===== config.mk =====
export PLATFORM = sky130hd
export DESIGN_NAME = tta_top
export DESIGN_NICKNAME = d
export VERILOG_FILES = /design/src/rtl/tta_pkg.sv /design/src/rtl/tta_tap_fsm.sv /design/src/rtl/tta_top.sv
export SDC_FILE = /design/constraint.sdc
export NUM_CORES = 1
export LEC_CHECK = 0
export BUFFER_PORTS_ARGS = -buffer_cell sky130_fd_sc_hd__buf_2
export CORE_MARGIN = 2
export CORE_UTILIZATION = 38
export CTS_CLUSTER_DIAMETER = 200
export DETAILED_ROUTE_END_ITERATION = 12
export PLACE_DENSITY_LB_ADDON = 0.08
export SETUP_SLACK_MARGIN = 0.1
export SKIP_LAST_GASP = 1
export SYNTH_ARGS = -nofsm -noshare
export SYNTH_HDL_FRONTEND = slang
export SYNTH_SLANG_ARGS = --single-unit
export TNS_END_PERCENT = 50

===== constraint.sdc =====
create_clock -name clk_i -period 1.9 [get_ports clk_i]
set_input_delay 0.095 -clock clk_i [delete_from_list [all_inputs] [get_ports clk_i]]
set_output_delay 0.095 -clock clk_i [all_outputs]
set_load 0.01 [all_outputs]

===== src/rtl/tta_pkg.sv =====
// shared constants, types and helpers of the tile test access port
package tta_pkg;

  localparam int         TILES      = 2;
  localparam int         TAPS       = 2 * TILES;
  localparam int         IR_W       = 4;
  localparam int         SR_W       = 48;
  localparam int         BSR_W      = 8;
  localparam int         WORD_W     = 32;
  localparam int         ADDR_W     = 13;
  localparam int         BOOT_W     = 3;

  localparam logic [3:0] IR_EXTEST  = 4'h0;
  localparam logic [3:0] IR_SAMPLE  = 4'h1;
  localparam logic [3:0] IR_DEVICE_IDENTIFICATION_WORD  = 4'h2;
  localparam logic [3:0] IR_USER    = 4'h3;
  localparam logic [3:0] IR_ACCESS  = 4'h8;
  localparam logic [3:0] IR_BYPASS  = 4'hF;
  localparam logic [3:0] IR_RESET   = IR_DEVICE_IDENTIFICATION_WORD;
  localparam logic [3:0] IR_CAPTURE = 4'h1;

  localparam int         SEC_NO_JTAG = 0;
  localparam int         SEC_NO_OTP  = 13;
  localparam int         TAG_LSB     = 22;
  localparam int         TAG_W       = 10;
  localparam logic [3:0] UC_UNUSED   = 4'h0;

  localparam int         ID_LEN     = 32;
  localparam int         ACC_LEN    = 2 + 1 + ADDR_W + WORD_W;

  typedef enum logic [1:0] {
    TGT_TILE, TGT_SWITCH, TGT_OTP, TGT_SPARE
  } tta_target_t;

  typedef struct packed {
    tta_target_t              target;
    logic                     write;
    logic [ADDR_W-1:0]        addr;
    logic [WORD_W-1:0]        data;
  } tta_acc_t;

  typedef struct packed {
    logic tck;
    logic tms;
    logic tdi;
    logic trst_n;
  } tta_pins_t;

  typedef struct packed {
    logic [IR_W-1:0]  ir;
    logic [SR_W-1:0]  sr;
    logic             tdo;
    logic             oe;
    logic [BSR_W-1:0] bsr;
    tta_acc_t         acc;
    logic             acc_vld;
  } tta_tap_t;

  localparam tta_tap_t TAP_RESET = '{ir: IR_RESET, default: '0};

  typedef enum {
    TS_RESET, TS_IDLE,
    TS_SEL_DR, TS_CAP_DR, TS_SH_DR, TS_EX1_DR, TS_PAU_DR, TS_EX2_DR, TS_UPD_DR,
    TS_SEL_IR, TS_CAP_IR, TS_SH_IR, TS_EX1_IR, TS_PAU_IR, TS_EX2_IR, TS_UPD_IR
  } tta_tap_state_t;

  // data register length seen between tdi and tdo for an instruction
  function automatic int dr_len(input logic [IR_W-1:0] ir, input logic chip);
    case (ir)
      IR_DEVICE_IDENTIFICATION_WORD, IR_USER:   dr_len = ID_LEN;
      IR_EXTEST, IR_SAMPLE: dr_len = chip ? 1 : BSR_W;
      IR_ACCESS:            dr_len = chip ? ACC_LEN : 1;
      default:              dr_len = 1;
    endcase
  endfunction : dr_len

  // shift one bit in at position len-1, lsb falls out towards tdo
  function automatic logic [SR_W-1:0] shift_in(input logic [SR_W-1:0] sr,
                                               input logic            bit_in,
                                               input int              len);
    logic [SR_W-1:0] res;
    res = '0;
    for (int i = 0; i < SR_W - 1; i++) begin
      res[i] = (i == len - 1) ? bit_in : sr[i+1];
    end
    res[SR_W-1] = (len == SR_W) ? bit_in : 1'b0;
    return res;
  endfunction : shift_in

  // tile-side access allowed by the security word
  function automatic logic access_ok(input logic [WORD_W-1:0] sec,
                                     input tta_target_t       target);
    access_ok = !sec[SEC_NO_JTAG] && !(target == TGT_OTP && sec[SEC_NO_OTP]);
  endfunction : access_ok

endpackage : tta_pkg


===== src/rtl/tta_tap_fsm.sv =====
// tap controller state sequencer, advanced once per sampled tck rising edge
module tta_tap_fsm
  import tta_pkg::*;
(
  input  wire logic                    clk_i,
  input  wire logic                    reset_n_i,
  input  wire logic                    trst_i,
  input  wire logic                    step_i,
  input  wire logic                    tms_i,
  output tta_pkg::tta_tap_state_t      state_o
);

  tta_tap_state_t state_reg;
  tta_tap_state_t state_next;

  always_comb begin
    state_next = state_reg;
    if (trst_i) begin
      state_next = TS_RESET;
    end else if (step_i) begin
      case (state_reg)
        TS_RESET:  state_next = tms_i ? TS_RESET  : TS_IDLE;
        TS_IDLE:   state_next = tms_i ? TS_SEL_DR : TS_IDLE;
        TS_SEL_DR: state_next = tms_i ? TS_SEL_IR : TS_CAP_DR;
        TS_CAP_DR: state_next = tms_i ? TS_EX1_DR : TS_SH_DR;
        TS_SH_DR:  state_next = tms_i ? TS_EX1_DR : TS_SH_DR;
        TS_EX1_DR: state_next = tms_i ? TS_UPD_DR : TS_PAU_DR;
        TS_PAU_DR: state_next = tms_i ? TS_EX2_DR : TS_PAU_DR;
        TS_EX2_DR: state_next = tms_i ? TS_UPD_DR : TS_SH_DR;
        TS_UPD_DR: state_next = tms_i ? TS_SEL_DR : TS_IDLE;
        TS_SEL_IR: state_next = tms_i ? TS_RESET  : TS_CAP_IR;
        TS_CAP_IR: state_next = tms_i ? TS_EX1_IR : TS_SH_IR;
        TS_SH_IR:  state_next = tms_i ? TS_EX1_IR : TS_SH_IR;
        TS_EX1_IR: state_next = tms_i ? TS_UPD_IR : TS_PAU_IR;
        TS_PAU_IR: state_next = tms_i ? TS_EX2_IR : TS_PAU_IR;
        TS_EX2_IR: state_next = tms_i ? TS_UPD_IR : TS_SH_IR;
        TS_UPD_IR: state_next = tms_i ? TS_SEL_DR : TS_IDLE;
        default:   state_next = TS_RESET;
      endcase
    end
  end

  always_ff @(posedge clk_i or negedge reset_n_i) begin
    if (!reset_n_i) begin
      state_reg <= TS_RESET;
    end else begin
      state_reg <= state_next;
    end
  end

  assign state_o = state_reg;

endmodule : tta_tap_fsm


===== src/rtl/tta_top.sv =====
// tile test access port: pin sampling, chained tap controllers, boot release
// Contract
// - after reset the chain holds a boundary tap and a chip tap per tile
// - boundary tap is a standard tap scanning the device pins
// - chip tap reaches tile, switch and one-time memory for loading and debug
// - port supports loading, boundary test, debug and one-time memory programming
// - test reset low keeps the whole test logic in reset
// - identification instruction shifts out the 32-bit identification word
// - user-code instruction shifts out tag, unused field and silicon revision
// - user tag comes from tile 0 security bits 22 to 31, zero if blank
// - global reset is async low; boot waits for pll lock then boot mode
// - security bit 0 blocks all tile access through the test port
// - security bit 13 blocks every one-time memory access from the test port
// - upper security bits extend the user code as its tag field
module tta_top
  import tta_pkg::*;
#(
  parameter logic [3:0]  ID_VERSION  = 4'h1,      // arbitrary value
  parameter logic [15:0] ID_PART     = 16'h0A5C,  // arbitrary value
  parameter logic [10:0] ID_MAKER    = 11'h2B4,   // arbitrary value
  parameter logic [17:0] SILICON_REV = 18'h00003  // arbitrary value
) (
  input  wire logic                                     clk_i,
  input  wire logic                                     reset_n_i,
  input  wire logic                                     tck_i,
  input  wire logic                                     tms_i,
  input  wire logic                                     tdi_i,
  input  wire logic                                     trst_n_i,
  output wire logic                                     tdo_o,
  output wire logic                                     tdo_oe_o,
  input  wire logic [tta_pkg::TILES-1:0][tta_pkg::WORD_W-1:0] sec_word_i,
  input  wire logic [tta_pkg::TILES-1:0][tta_pkg::BSR_W-1:0]  bs_pins_i,
  output wire logic [tta_pkg::TILES-1:0]                bs_drive_o,
  output wire logic [tta_pkg::TILES-1:0][tta_pkg::BSR_W-1:0]  bs_out_o,
  output wire logic [tta_pkg::TILES-1:0]                acc_valid_o,
  output wire tta_pkg::tta_acc_t [tta_pkg::TILES-1:0]   acc_o,
  input  wire logic [tta_pkg::TILES-1:0][tta_pkg::WORD_W-1:0] acc_rdata_i,
  input  wire logic                                     pll_lock_i,
  input  wire logic [tta_pkg::BOOT_W-1:0]               boot_mode_i,
  output wire logic                                     boot_start_o,
  output wire logic [tta_pkg::BOOT_W-1:0]               boot_mode_o
);

  // pin synchroniser: s1 feeds only s2, s3 only serves edge finding
  tta_pins_t pin_s1_reg;
  tta_pins_t pin_s2_reg;
  tta_pins_t pin_s3_reg;
  tta_pins_t pin_s1_next;
  tta_pins_t pin_s2_next;
  tta_pins_t pin_s3_next;

  // boundary pin levels come from outside the clock domain as well
  logic [TILES-1:0][BSR_W-1:0] bsp_s1_reg;
  logic [TILES-1:0][BSR_W-1:0] bsp_s2_reg;
  logic [TILES-1:0][BSR_W-1:0] bsp_s1_next;
  logic [TILES-1:0][BSR_W-1:0] bsp_s2_next;

  logic      tck_rise;
  logic      tck_fall;
  logic      test_rst;

  always_comb begin
    pin_s1_next = '{tck: tck_i, tms: tms_i, tdi: tdi_i, trst_n: trst_n_i};
    pin_s2_next = pin_s1_reg;
    pin_s3_next = pin_s2_reg;
    bsp_s1_next = bs_pins_i;
    bsp_s2_next = bsp_s1_reg;
  end

  // trst_n synchronises as low, so the test logic stays held until a clean high
  always_ff @(posedge clk_i or negedge reset_n_i) begin
    if (!reset_n_i) begin
      pin_s1_reg <= '0;
      pin_s2_reg <= '0;
      pin_s3_reg <= '0;
      bsp_s1_reg <= '0;
      bsp_s2_reg <= '0;
    end else begin
      pin_s1_reg <= pin_s1_next;
      pin_s2_reg <= pin_s2_next;
      pin_s3_reg <= pin_s3_next;
      bsp_s1_reg <= bsp_s1_next;
      bsp_s2_reg <= bsp_s2_next;
    end
  end

  assign tck_rise = pin_s2_reg.tck & ~pin_s3_reg.tck;
  assign tck_fall = ~pin_s2_reg.tck & pin_s3_reg.tck;
  assign test_rst = ~pin_s2_reg.trst_n;

  // words returned by the identification and user-code registers; the user-code tag follows the tile 0 security word
  logic [ID_LEN-1:0] id_word;
  logic [ID_LEN-1:0] user_word;

  assign id_word   = {ID_VERSION, ID_PART, ID_MAKER, 1'b1};
  assign user_word = {sec_word_i[0][TAG_LSB +: TAG_W], UC_UNUSED, SILICON_REV};

  // chain link k carries the tdo of tap k-1 into tap k
  logic [TAPS:0] chain;

  assign chain[0] = pin_s2_reg.tdi;

  genvar k;
  generate
    for (k = 0; k < TAPS; k++) begin : g_tap
      localparam int   TILE = k / 2;
      localparam logic CHIP = 1'((k % 2) == 1);

      tta_tap_state_t st;
      tta_tap_t       t_reg;
      tta_tap_t       t_next;
      tta_acc_t       acc_new;

      tta_tap_fsm u_fsm (
        .clk_i     (clk_i),
        .reset_n_i (reset_n_i),
        .trst_i    (test_rst),
        .step_i    (tck_rise),
        .tms_i     (pin_s2_reg.tms),
        .state_o   (st)
      );

      assign acc_new = tta_acc_t'(t_reg.sr[ACC_LEN-1:0]);

      always_comb begin
        t_next         = t_reg;
        t_next.acc_vld = 1'b0;
        if (test_rst) begin
          t_next = TAP_RESET;
        end else if (tck_rise) begin
          case (st)
            TS_RESET: begin
              t_next.ir = IR_RESET;
            end
            TS_CAP_IR: begin
              t_next.sr = SR_W'(IR_CAPTURE);
            end
            TS_SH_IR: begin
              t_next.sr = shift_in(t_reg.sr, chain[k], IR_W);
            end
            TS_UPD_IR: begin
              t_next.ir = t_reg.sr[IR_W-1:0];
            end
            TS_CAP_DR: begin
              case (t_reg.ir)
                IR_DEVICE_IDENTIFICATION_WORD: t_next.sr = SR_W'(id_word);
                IR_USER:   t_next.sr = SR_W'(user_word);
                IR_EXTEST, IR_SAMPLE: begin
                  t_next.sr = CHIP ? '0 : SR_W'(bsp_s2_reg[TILE]);
                end
                IR_ACCESS: begin
                  // read data only returns when the security word allows it
                  if (CHIP && access_ok(sec_word_i[TILE], t_reg.acc.target)) begin
                    t_next.sr = {t_reg.acc.target, t_reg.acc.write, t_reg.acc.addr,
                                 acc_rdata_i[TILE]};
                  end else begin
                    t_next.sr = '0;
                  end
                end
                default:   t_next.sr = '0;
              endcase
            end
            TS_SH_DR: begin
              t_next.sr = shift_in(t_reg.sr, chain[k], dr_len(t_reg.ir, CHIP));
            end
            TS_UPD_DR: begin
              if (!CHIP && (t_reg.ir == IR_EXTEST || t_reg.ir == IR_SAMPLE)) begin
                t_next.bsr = t_reg.sr[BSR_W-1:0];
              end
              // blocked requests are dropped silently, keeping the old request
              if (CHIP && t_reg.ir == IR_ACCESS &&
                  access_ok(sec_word_i[TILE], acc_new.target)) begin
                t_next.acc     = acc_new;
                t_next.acc_vld = 1'b1;
              end
            end
            default: begin
            end
          endcase
        end else if (tck_fall) begin
          t_next.tdo = t_reg.sr[0];
          t_next.oe  = (st == TS_SH_IR) || (st == TS_SH_DR);
        end
      end

      always_ff @(posedge clk_i or negedge reset_n_i) begin
        if (!reset_n_i) begin
          t_reg <= TAP_RESET;
        end else begin
          t_reg <= t_next;
        end
      end

      assign chain[k+1] = t_reg.tdo;

      if (CHIP) begin : g_chip
        assign acc_valid_o[TILE] = t_reg.acc_vld;
        assign acc_o[TILE]       = t_reg.acc;
      end else begin : g_bscan
        assign bs_drive_o[TILE]  = (t_reg.ir == IR_EXTEST);
        assign bs_out_o[TILE]    = t_reg.bsr;
      end

      if (k == TAPS - 1) begin : g_last
        assign tdo_oe_o = t_reg.oe;
      end
    end
  endgenerate

  assign tdo_o = chain[TAPS];

  // boot release: pll lock and boot strap pass two flops before use
  logic              pll_s1_reg;
  logic              pll_s2_reg;
  logic [BOOT_W-1:0] mode_s1_reg;
  logic [BOOT_W-1:0] mode_s2_reg;
  logic              boot_done_reg;
  logic              boot_start_reg;
  logic [BOOT_W-1:0] boot_mode_reg;
  logic              boot_done_next;
  logic              boot_start_next;
  logic [BOOT_W-1:0] boot_mode_next;

  always_comb begin
    boot_start_next = pll_s2_reg & ~boot_done_reg;
    boot_done_next  = boot_done_reg | pll_s2_reg;
    boot_mode_next  = boot_start_next ? mode_s2_reg : boot_mode_reg;
  end

  // a new reset reopens the wait for lock; the mode is caught at boot time
  always_ff @(posedge clk_i or negedge reset_n_i) begin
    if (!reset_n_i) begin
      pll_s1_reg     <= 1'b0;
      pll_s2_reg     <= 1'b0;
      mode_s1_reg    <= '0;
      mode_s2_reg    <= '0;
      boot_done_reg  <= 1'b0;
      boot_start_reg <= 1'b0;
      boot_mode_reg  <= '0;
    end else begin
      pll_s1_reg     <= pll_lock_i;
      pll_s2_reg     <= pll_s1_reg;
      mode_s1_reg    <= boot_mode_i;
      mode_s2_reg    <= mode_s1_reg;
      boot_done_reg  <= boot_done_next;
      boot_start_reg <= boot_start_next;
      boot_mode_reg  <= boot_mode_next;
    end
  end

  assign boot_start_o = boot_start_reg;
  assign boot_mode_o  = boot_mode_reg;

endmodule : tta_top

* Word-level counts from Yosys, hierarchy flattened *
Cells that the tools add are included.
W data, S select, Z words.

storage, ports and cells
  flip-flop bits (word level) = 509
  input bits = 154
  output and inout bits = 122
  word-level logic and storage cells = 690

cells by class
  add/subtract/negate cells = 4
  equal/unequal tests = 291
  multiplexer cells = 276
  bitwise operators = 7
  reduce and logical (&&, ||, !) cells = 63

operator list
  kind                     number
  $eq A6 B32 Y1 const A    64
  $eq A7 B32 Y1 const A    60
  $pmux W32 S12            4
  $eq A32 B4 Y1 const B    36
  $eq A5 B32 Y1 const A    32
  $pmux W48 S4             4
  $mux W32                 20
  $eq A32 B3 Y1 const B    16
  $eq A4 B32 Y1 const A    16
  $mux W49                 8
  $pmux W48 S3             2
  $eq A3 B32 Y1 const A    8
  $eq A32 B2 Y1 const B    8
  $logic_not A32 Y1        8
  $mux W52                 4
  $mux W1                  195
  $pmux W32 S3             2
  $eq A2 B32 Y1 const A    4
  $eq A32 B1 Y1 const B    4
  $eq A32 B5 Y1 const B    4
  $eq A32 B7 Y1 const B    4
  $sub A32 B2 Y32 const B  4
  $mux W62                 2
  $mux W54                 2
  other kinds (26)         130

* Logic depth before layout (Yosys ltp) *
Gate-level depths: netlist of the first run.

  depth after elaboration = 12
  gate-level depth with buffers = 9
  depth with buffers taken out = 5

* By module *
Synthesis of the first run repeated with hierarchy kept, for this count alone.

second synthesis, totals
  cells, all modules = 1955
  area total of the unflattened synthesis = 19746.4 um2

modules (own cells, without submodules)
  module       times used  cells each  area an instance (um2)  seq. area each (um2)
  tta_top      1           1655        17459.2                 9389.0
  tta_tap_fsm  4           75          571.8                   100.1

* Least setup slack after synthesis of the first run *
No wires, ideal clock.

  path kind = register -> register
  start = reg g_tap[3].t_reg[107] (netlist name)
  end = reg g_tap[3].t_reg (netlist bit acc_o[95])
  library setup time = 0.121 ns
  data arrival time = 1.906 ns
  slack = -0.127 ns
  stages on the path, launching flop included = 9
  buffers on the path = 3
  path through = dfrtp_1 > buf_2 > or4b_4 > nor2_2 > o2111ai_1 > o21a_1 > buf_6 > buf_6 > a22o_1

between the ends
  word-level cells in the longest chain between the ends = 4

RTL lines
  item                         line            text
  start, declared              tta_top.sv:110  tta_tap_t t_reg;
  start signal, assigned       tta_top.sv:190  t_reg <= t_next;
  $eq A4 B4 Y1                 tta_top.sv:171  if (CHIP && t_reg.ir == IR_ACCESS &&
  $logic_and A1 B1 Y1          tta_top.sv:171
  $ne A2 B1 Y1 (no line)       n/a
  $reduce_and A3 Y1 (no line)  n/a

No other way between the ends.
A chain may end at the register's enable or synchronous reset.

* Final worst setup path of the first run *
  start = reg g_tap[1].t_reg[107] (netlist name)
  end = reg g_tap[1].t_reg (netlist bit acc_o[9])

between the ends
  word-level cells in the longest chain between the ends = 4

RTL lines
  item                         line
  start, declared              tta_top.sv:110
  start signal, assigned       tta_top.sv:190
  $eq A4 B4 Y1                 tta_top.sv:171
  $logic_and A1 B1 Y1          tta_top.sv:171
  $ne A2 B1 Y1 (no line)       n/a
  $reduce_and A3 Y1 (no line)  n/a

No other way between the ends.

==> reports/results.txt, run 1 <==
Failing checks -> setup timing
Maximum VDD drop -> 0.586 mV
Ant. Diodes -> 0
Htree depth -> 2
Busiest grt layer -> met2
Top cell type's share of synthesized area -> 0.553
HP Class -> in -> reg
DR vias/cell -> 5.61
Num CTS Buffers -> 44
Final total power -> 18000 uW
Reg2Reg Setup Slack -> -0.08 ns
Distinct cell type count after synthesis -> 70
Chip Height -> 219 um
CTS tree -> built
Vias in the first global route -> 14000
Reg2reg start -> g_tap[1].t_reg[107]
Io pins -> 276
Final Max Tran Viols -> 0
Setup crit end kind -> flip-flop
FP Rows -> 78
Arr. time, crit path -> 2.48 ns
Status -> finished, violations left
Fin crit share -> 1.04
Final layout net count -> 2083
Final Worst Setup Slack -> -0.0778 ns
Final core occ -> 0.500
FFs w/ async S/R, synth -> 1.00
Detailed Place HPWL -> 34300 um
Pwr/cell area -> 793 nW/um^2
Overall routed net length -> 54700 um
Post-DR wirelength/cell -> 21.4 um
Setup Skew -> 0.0163 ns
Max reg flops -> 186
DRC viols -> 0
Leak Pwr -> 0.0102 uW
Syn Nets -> 1789
Clk buf depth -> 3
Placement Setup Slack -> -0.113 ns
Min-delay src -> acc_rdata_i[3]
Setup TNS -> -4.43 ns
Drt first-iter violations -> 1328
Worst Path Required -> 2.40 ns
GRT Util Overall -> 0.220
GR Layer Usage met1 -> 0.321
Global Route met2 Usage -> 0.331
Mean Syn Cell Area -> 10.7 um^2
RSZ-0062 raised after global routing -> true
Peak Freq -> 0.506 GHz
Synthesized instance count -> 1635
Hold violation count in the final report -> 0
Critical Path Slowest Stage Cell -> or4b_4
Most used cell, CP -> nor2_4
Initial antenna violation count -> 0
Root Buffer -> clkbuf_16
CP startpoint -> g_tap[1].t_reg[107]
Final setup violating endpoints -> 122
DIE WIDTH -> 219 um
Post-synth EDFFs -> 0
Clk Latency, worst-skew pair -> 0.56 ns
Clock sinks -> 391
Area growth, synth to finish -> 29.8%
Max Cap Viol -> 0
Crit-path cells -> or4b_4, nor2_4, o2111ai_4, buf_6, nor2_4, buf_12, clkbuf_16, a22o_1
Global routing usage on met3 -> 0.0302
Die ar. -> 47800 um^2
Slew HR -> 0.597
Buf+Inv Stages, Crit Path -> 3
Vias after detailed routing -> 14400
Core area -> 45500 um^2
Max incr delay on CP -> 0.55 ns
Critical setup path kind -> reg -> reg
Synth cell count leaders -> 387 x dfrtp_1, 154 x a22o_1, 130 x nand2_1
Sequential share of the synthesized area -> 0.559
Placed cells -> 2359
First-pass GRT wire length -> 82300 um
Clk slew on worst S/H paths -> 0.06 ns
Pre-antenna DRT Iters -> 5
Cell Area, Synth -> 17500 um^2
Final min period -> 1.98 ns
Area contributors post-synth -> dfrtp_1 55%, a22o_1 7.7%, a22oi_1 5.2%
Crit-path max FO -> 8
Cell taking the most area after synthesis -> dfrtp_1
Port-buffer cells -> 225
Critical path startpoint category -> flip-flop
Congestion Overflow GR -> 0
Final std cells w/o fill -> 2562
Top cell family by delay on the critical path -> simple AND/OR/NAND/NOR gates
Initial Util -> 0.385
Routability-driven placement congestion ratio -> 0.852
Largest net degree at the start of global routing -> 64
Proportion of layout cells with a drive suffix above 1 -> 0.307
Most common cell in the netlist -> dfrtp_1
YS warnings -> 0
Synth Flop Type -> dfrtp_1
ANT nets after route -> 0
Tightest Pin Transition -> 0.604 ns
Seq cells post-synth -> 391
-- per-layer routing --
metal | vias to the layer above | wire length, um
met4 | 0 | 1690
met1 | 7272 | 25800
met3 | 90 | 2800
li1 | 6547 | -
met5 | - | 0
met2 | 476 | 24400
-- power by group --
part / total, uW / internal, uW / switching (uW)
sequential: 8450 / 8410 / 45.4
clock: 8390 / 4930 / 3460
combinational: 1180 / 457 / 726
-- layout make-up --
type / instances / area, um^2
fillers: 4154 / 22700
clock inverters: 14 / 126
multi-input cells: 980 / 6800
clock buffers: 65 / 1280
well taps: 600 / 751
inverters: 22 / 82.6
repair buffers: 490 / 3910
flip-flops and latches: 391 / 9790
-- cells by family (layout without fill, tap and decap cells) --
kind of cell / Yosys count / in the layout / share of synthesized area
AO/OA/AOI/OAI: 640 / 640 / 0.258
XOR/XNOR: 4 / 4 / 0.00200
buffers and inverters: 270 / 591 / 0.0876
flip-flops: 391 / 391 / 0.559
multiplexers: 12 / 12 / 0.00714
AND/OR/NAND/NOR: 318 / 324 / 0.0866
-- repair_timing --
action	4_1_cts	5_1_grt
hold endpoints to repair	475	0
buffers inserted	2	16
cloned	3	15
setup endpoints to repair	274	301
hold buffers	88	0
pin swaps	2	85
resized for setup	11	89
-- final timing paths --
path,endpoint,cells past startpoint
max,acc_o[9],8
min,g_tap[1].acc_new[3],4
max reg2reg,acc_o[9],8
min reg2reg,bsp_s2_reg[9],0
max in group asynchronous,acc_o[85],3
min in group asynchronous,g_tap[0].acc_new[44],2
-- per-stage QoR --
stage          cell area (um^2)  hold WS (ns)
6_report                  22700        0.0193
5_1_grt                   22700        0.0318
4_1_cts                   22000       0.00540
3_5_place_dp              19600        0.0695
3_3_place_gp              19600        0.0767
2_1_floorplan             17900        -0.201
-- layout by cell type, fill, tap and decap left out, types with 40 or more instances in the layout --
| master | instances |
|---|---|
| dlygate4sd3_1 | 88 |
| o21ai_1 | 44 |
| buf_2 | 225 |
| o22ai_1 | 40 |
| nor2_1 | 62 |
| o21ai_0 | 74 |
| a22o_1 | 154 |
| dfrtp_1 | 384 |
| a21oi_1 | 83 |
| a22oi_1 | 91 |
| buf_4 | 127 |
| clkbuf_16 | 53 |
| nand2_1 | 128 |
-- tightest hold or removal path, delay by kind of cell --
kind            cells  cell delay [ns]
compound gates      3             0.35
buf+inv             1             0.09
(Power assumes the default switching activity.)
==> inputs of run 2 (changes only) <==
- SLEW_MARGIN: unset -> 20
- clock period: 1.9 -> 2.2 ns (I/O delays scaled with it)
==> run 2 against run 1 <==
Compared with the run above: register-to-register slack better by 0.26 ns; total power decreased by 14%; final cell count shrank 2.8%; via count down 3.1%; sequential power fell by 14%; the run now ends clean; sequential share of layout area grew 2.4 points.
==> reports/results.txt, run 2 (synthesis gave the netlist of run 1 again) <==
Overall routed net length -> 51100 um
Worst Reg-to-Reg Cells -> 8
Vias in the first global route -> 13700
Clk slew on worst S/H paths -> 0.06 ns
Worst Path Required -> 2.69 ns
Clk Latency, worst-skew pair -> 0.57 ns
Most common cell after layout, fill and taps aside -> dfrtp_1
Root Buffer -> clkbuf_16
Final instance area -> 21500 um^2
Fill count -> 4246
Vias after detailed routing -> 13900
Clk buf depth -> 3
Die ar. -> 47800 um^2
Placement Setup Slack -> 0.114 ns
Min-delay src -> sec_word_i[29]
DIE WIDTH -> 219 um
Critical setup path kind -> reg -> reg
Chip Height -> 219 um
Detailed Place HPWL -> 33100 um
Port-buffer cells -> 225
Max Cap Viol -> 0
Placed cells -> 2312
Initial antenna violation count -> 0
Fin crit share -> 0.916
Critical Path Slowest Stage Cell -> or4b_4
Switch share -> 0.232
Area growth, synth to finish -> 22.9%
Critical path startpoint category -> flip-flop
Setup TNS -> 0 ns
DR vias/cell -> 5.60
GRT Util Overall -> 0.212
Congestion Overflow GR -> 0
Reg2reg start -> g_tap[1].t_reg[107]
Ant. Diodes -> 0
Hold Path End -> g_tap[0].acc_new[29]
Largest net degree at the start of global routing -> 71
Final layout net count -> 2012
HP Class -> in -> reg
Slew HR -> 0.563
Clk network pwr share -> 0.473
Final Worst Setup Slack -> 0.184 ns
Status -> complete, no violations
Final Max Tran Viols -> 0
Max reg flops -> 186
Reg2Reg Setup Slack -> 0.18 ns
Hold violation count in the final report -> 0
Io pins -> 276
Setup crit end kind -> flip-flop
Placed cell area -> 19000 um^2
Tightest Pin Transition -> 0.647 ns
Pint -> 12000 uW
Final setup violating endpoints -> 0
Proportion of layout cells with a drive suffix above 1 -> 0.237
FP Rows -> 78
Psw -> 3610 uW
Num CTS Buffers -> 44
Pwr/cell area -> 724 nW/um^2
Arr. time, crit path -> 2.51 ns
Hold Path Depth -> 3
Core area -> 45500 um^2
DRC viols -> 0
RSZ-0062 raised after global routing -> true
FF-to-FF End -> acc_o[0]
Final std cells w/o fill -> 2490
Final min period -> 2.02 ns
Initial Util -> 0.385
CTS tree -> built
Drt first-iter violations -> 1132
Routability-driven placement congestion ratio -> 0.847
Crit-path cells -> or4b_4, nor2_4, o2111ai_2, buf_4, nor2_4, buf_12, clkbuf_16, a22o_1
Peak Freq -> 0.496 GHz
ANT nets after route -> 0
Power share of the sequential group -> 0.468
Max incr delay on CP -> 0.56 ns
Most used cell, CP -> nor2_4
Crit-path max FO -> 8
First-pass GRT wire length -> 79800 um
Setup Skew -> 0.0259 ns
Post-DR wirelength/cell -> 20.5 um
Htree depth -> 2
Leak Pwr -> 0.00978 uW
Min Hold Slack -> 0.0530 ns
Pre-antenna DRT Iters -> 5
Leading cell types in the layout, fill and taps excluded -> 386 x dfrtp_1, 224 x buf_2, 154 x a22o_1
Combinational cell fraction of total power -> 0.059
Maximum VDD drop -> 0.507 mV
Clock sinks -> 391
[run 2: how the worst max path moves through the flow]
stage | start | end | slack (ns) | cells after the start
finish | g_tap[1].t_reg[107] | acc_o[0] | 0.18 | 8
global route | g_tap[1].u_fsm.state_o[2] | g_tap[1].acc_new[7] | 0.08 | 6
CTS | g_tap[1].t_reg[107] | acc_o[1] | 0.11 | 6
detailed placement | g_tap[1].t_reg[107] | acc_o[47] | 0.11 | 6
global placement | g_tap[1].t_reg[107] | acc_o[27] | 0.13 | 6
floorplan | g_tap[3].t_reg[107] | acc_o[95] | 0.17 | 8
[run 2: repair_timing]
item,in CTS,in global routing
setup buffers,1,5
resized for setup,0,11
setup endpoints to repair,29,150
endpoints found under the hold margin,448,0
cloned,0,4
hold buffers,90,0
pin swaps,1,12
[run 2: critical path, delay by kind of cell (launching register included)]
kind                   cells  cell delay [ns]
AOI/OAI and AO/OA          2             0.24
buffers and inverters      3             0.49
DFF                        1             0.40
and+or+nand+nor            3             0.83
[run 2: cell type report]
| type | count | area [um^2] | share of cell area |
|---|---|---|---|
| clock inverters | 16 | 169 | 0.00785 |
| clock buffers | 62 | 1270 | 0.0590 |
| flip-flops and latches | 391 | 9790 | 0.455 |
| inverters | 22 | 82.6 | 0.00384 |
| multi-input cells | 974 | 6280 | 0.292 |
| repair buffers | 425 | 3180 | 0.148 |
| well taps | 600 | 751 | 0.0349 |
[run 2: per-stage QoR]
stage / total power, uW / utilization
2_1_floorplan: 7730 / -
6_report: 15600 / 0.473
3_5_place_dp: 8230 / 0.417
5_1_grt: 16200 / 0.473
3_3_place_gp: 8230 / 0.417
4_1_cts: 15800 / 0.469
[run 2: layer usage]
layer / part of all wire / track usage
met1: 0.48 / 0.316
met4: 0.021 / 0.0653
met5: 0 / 0
met2: 0.44 / 0.315
met3: 0.058 / 0.0342
[run 2: power groups by stage]
stage / sequential, uW / clock [uW] / combinational [uW]
floorplan: 7420 / 0 / 317
global placement: 7430 / 0 / 797
global route: 7310 / 7870 / 1010
detailed placement: 7430 / 0 / 799
finish: 7300 / 7370 / 923
CTS: 7300 / 7580 / 929
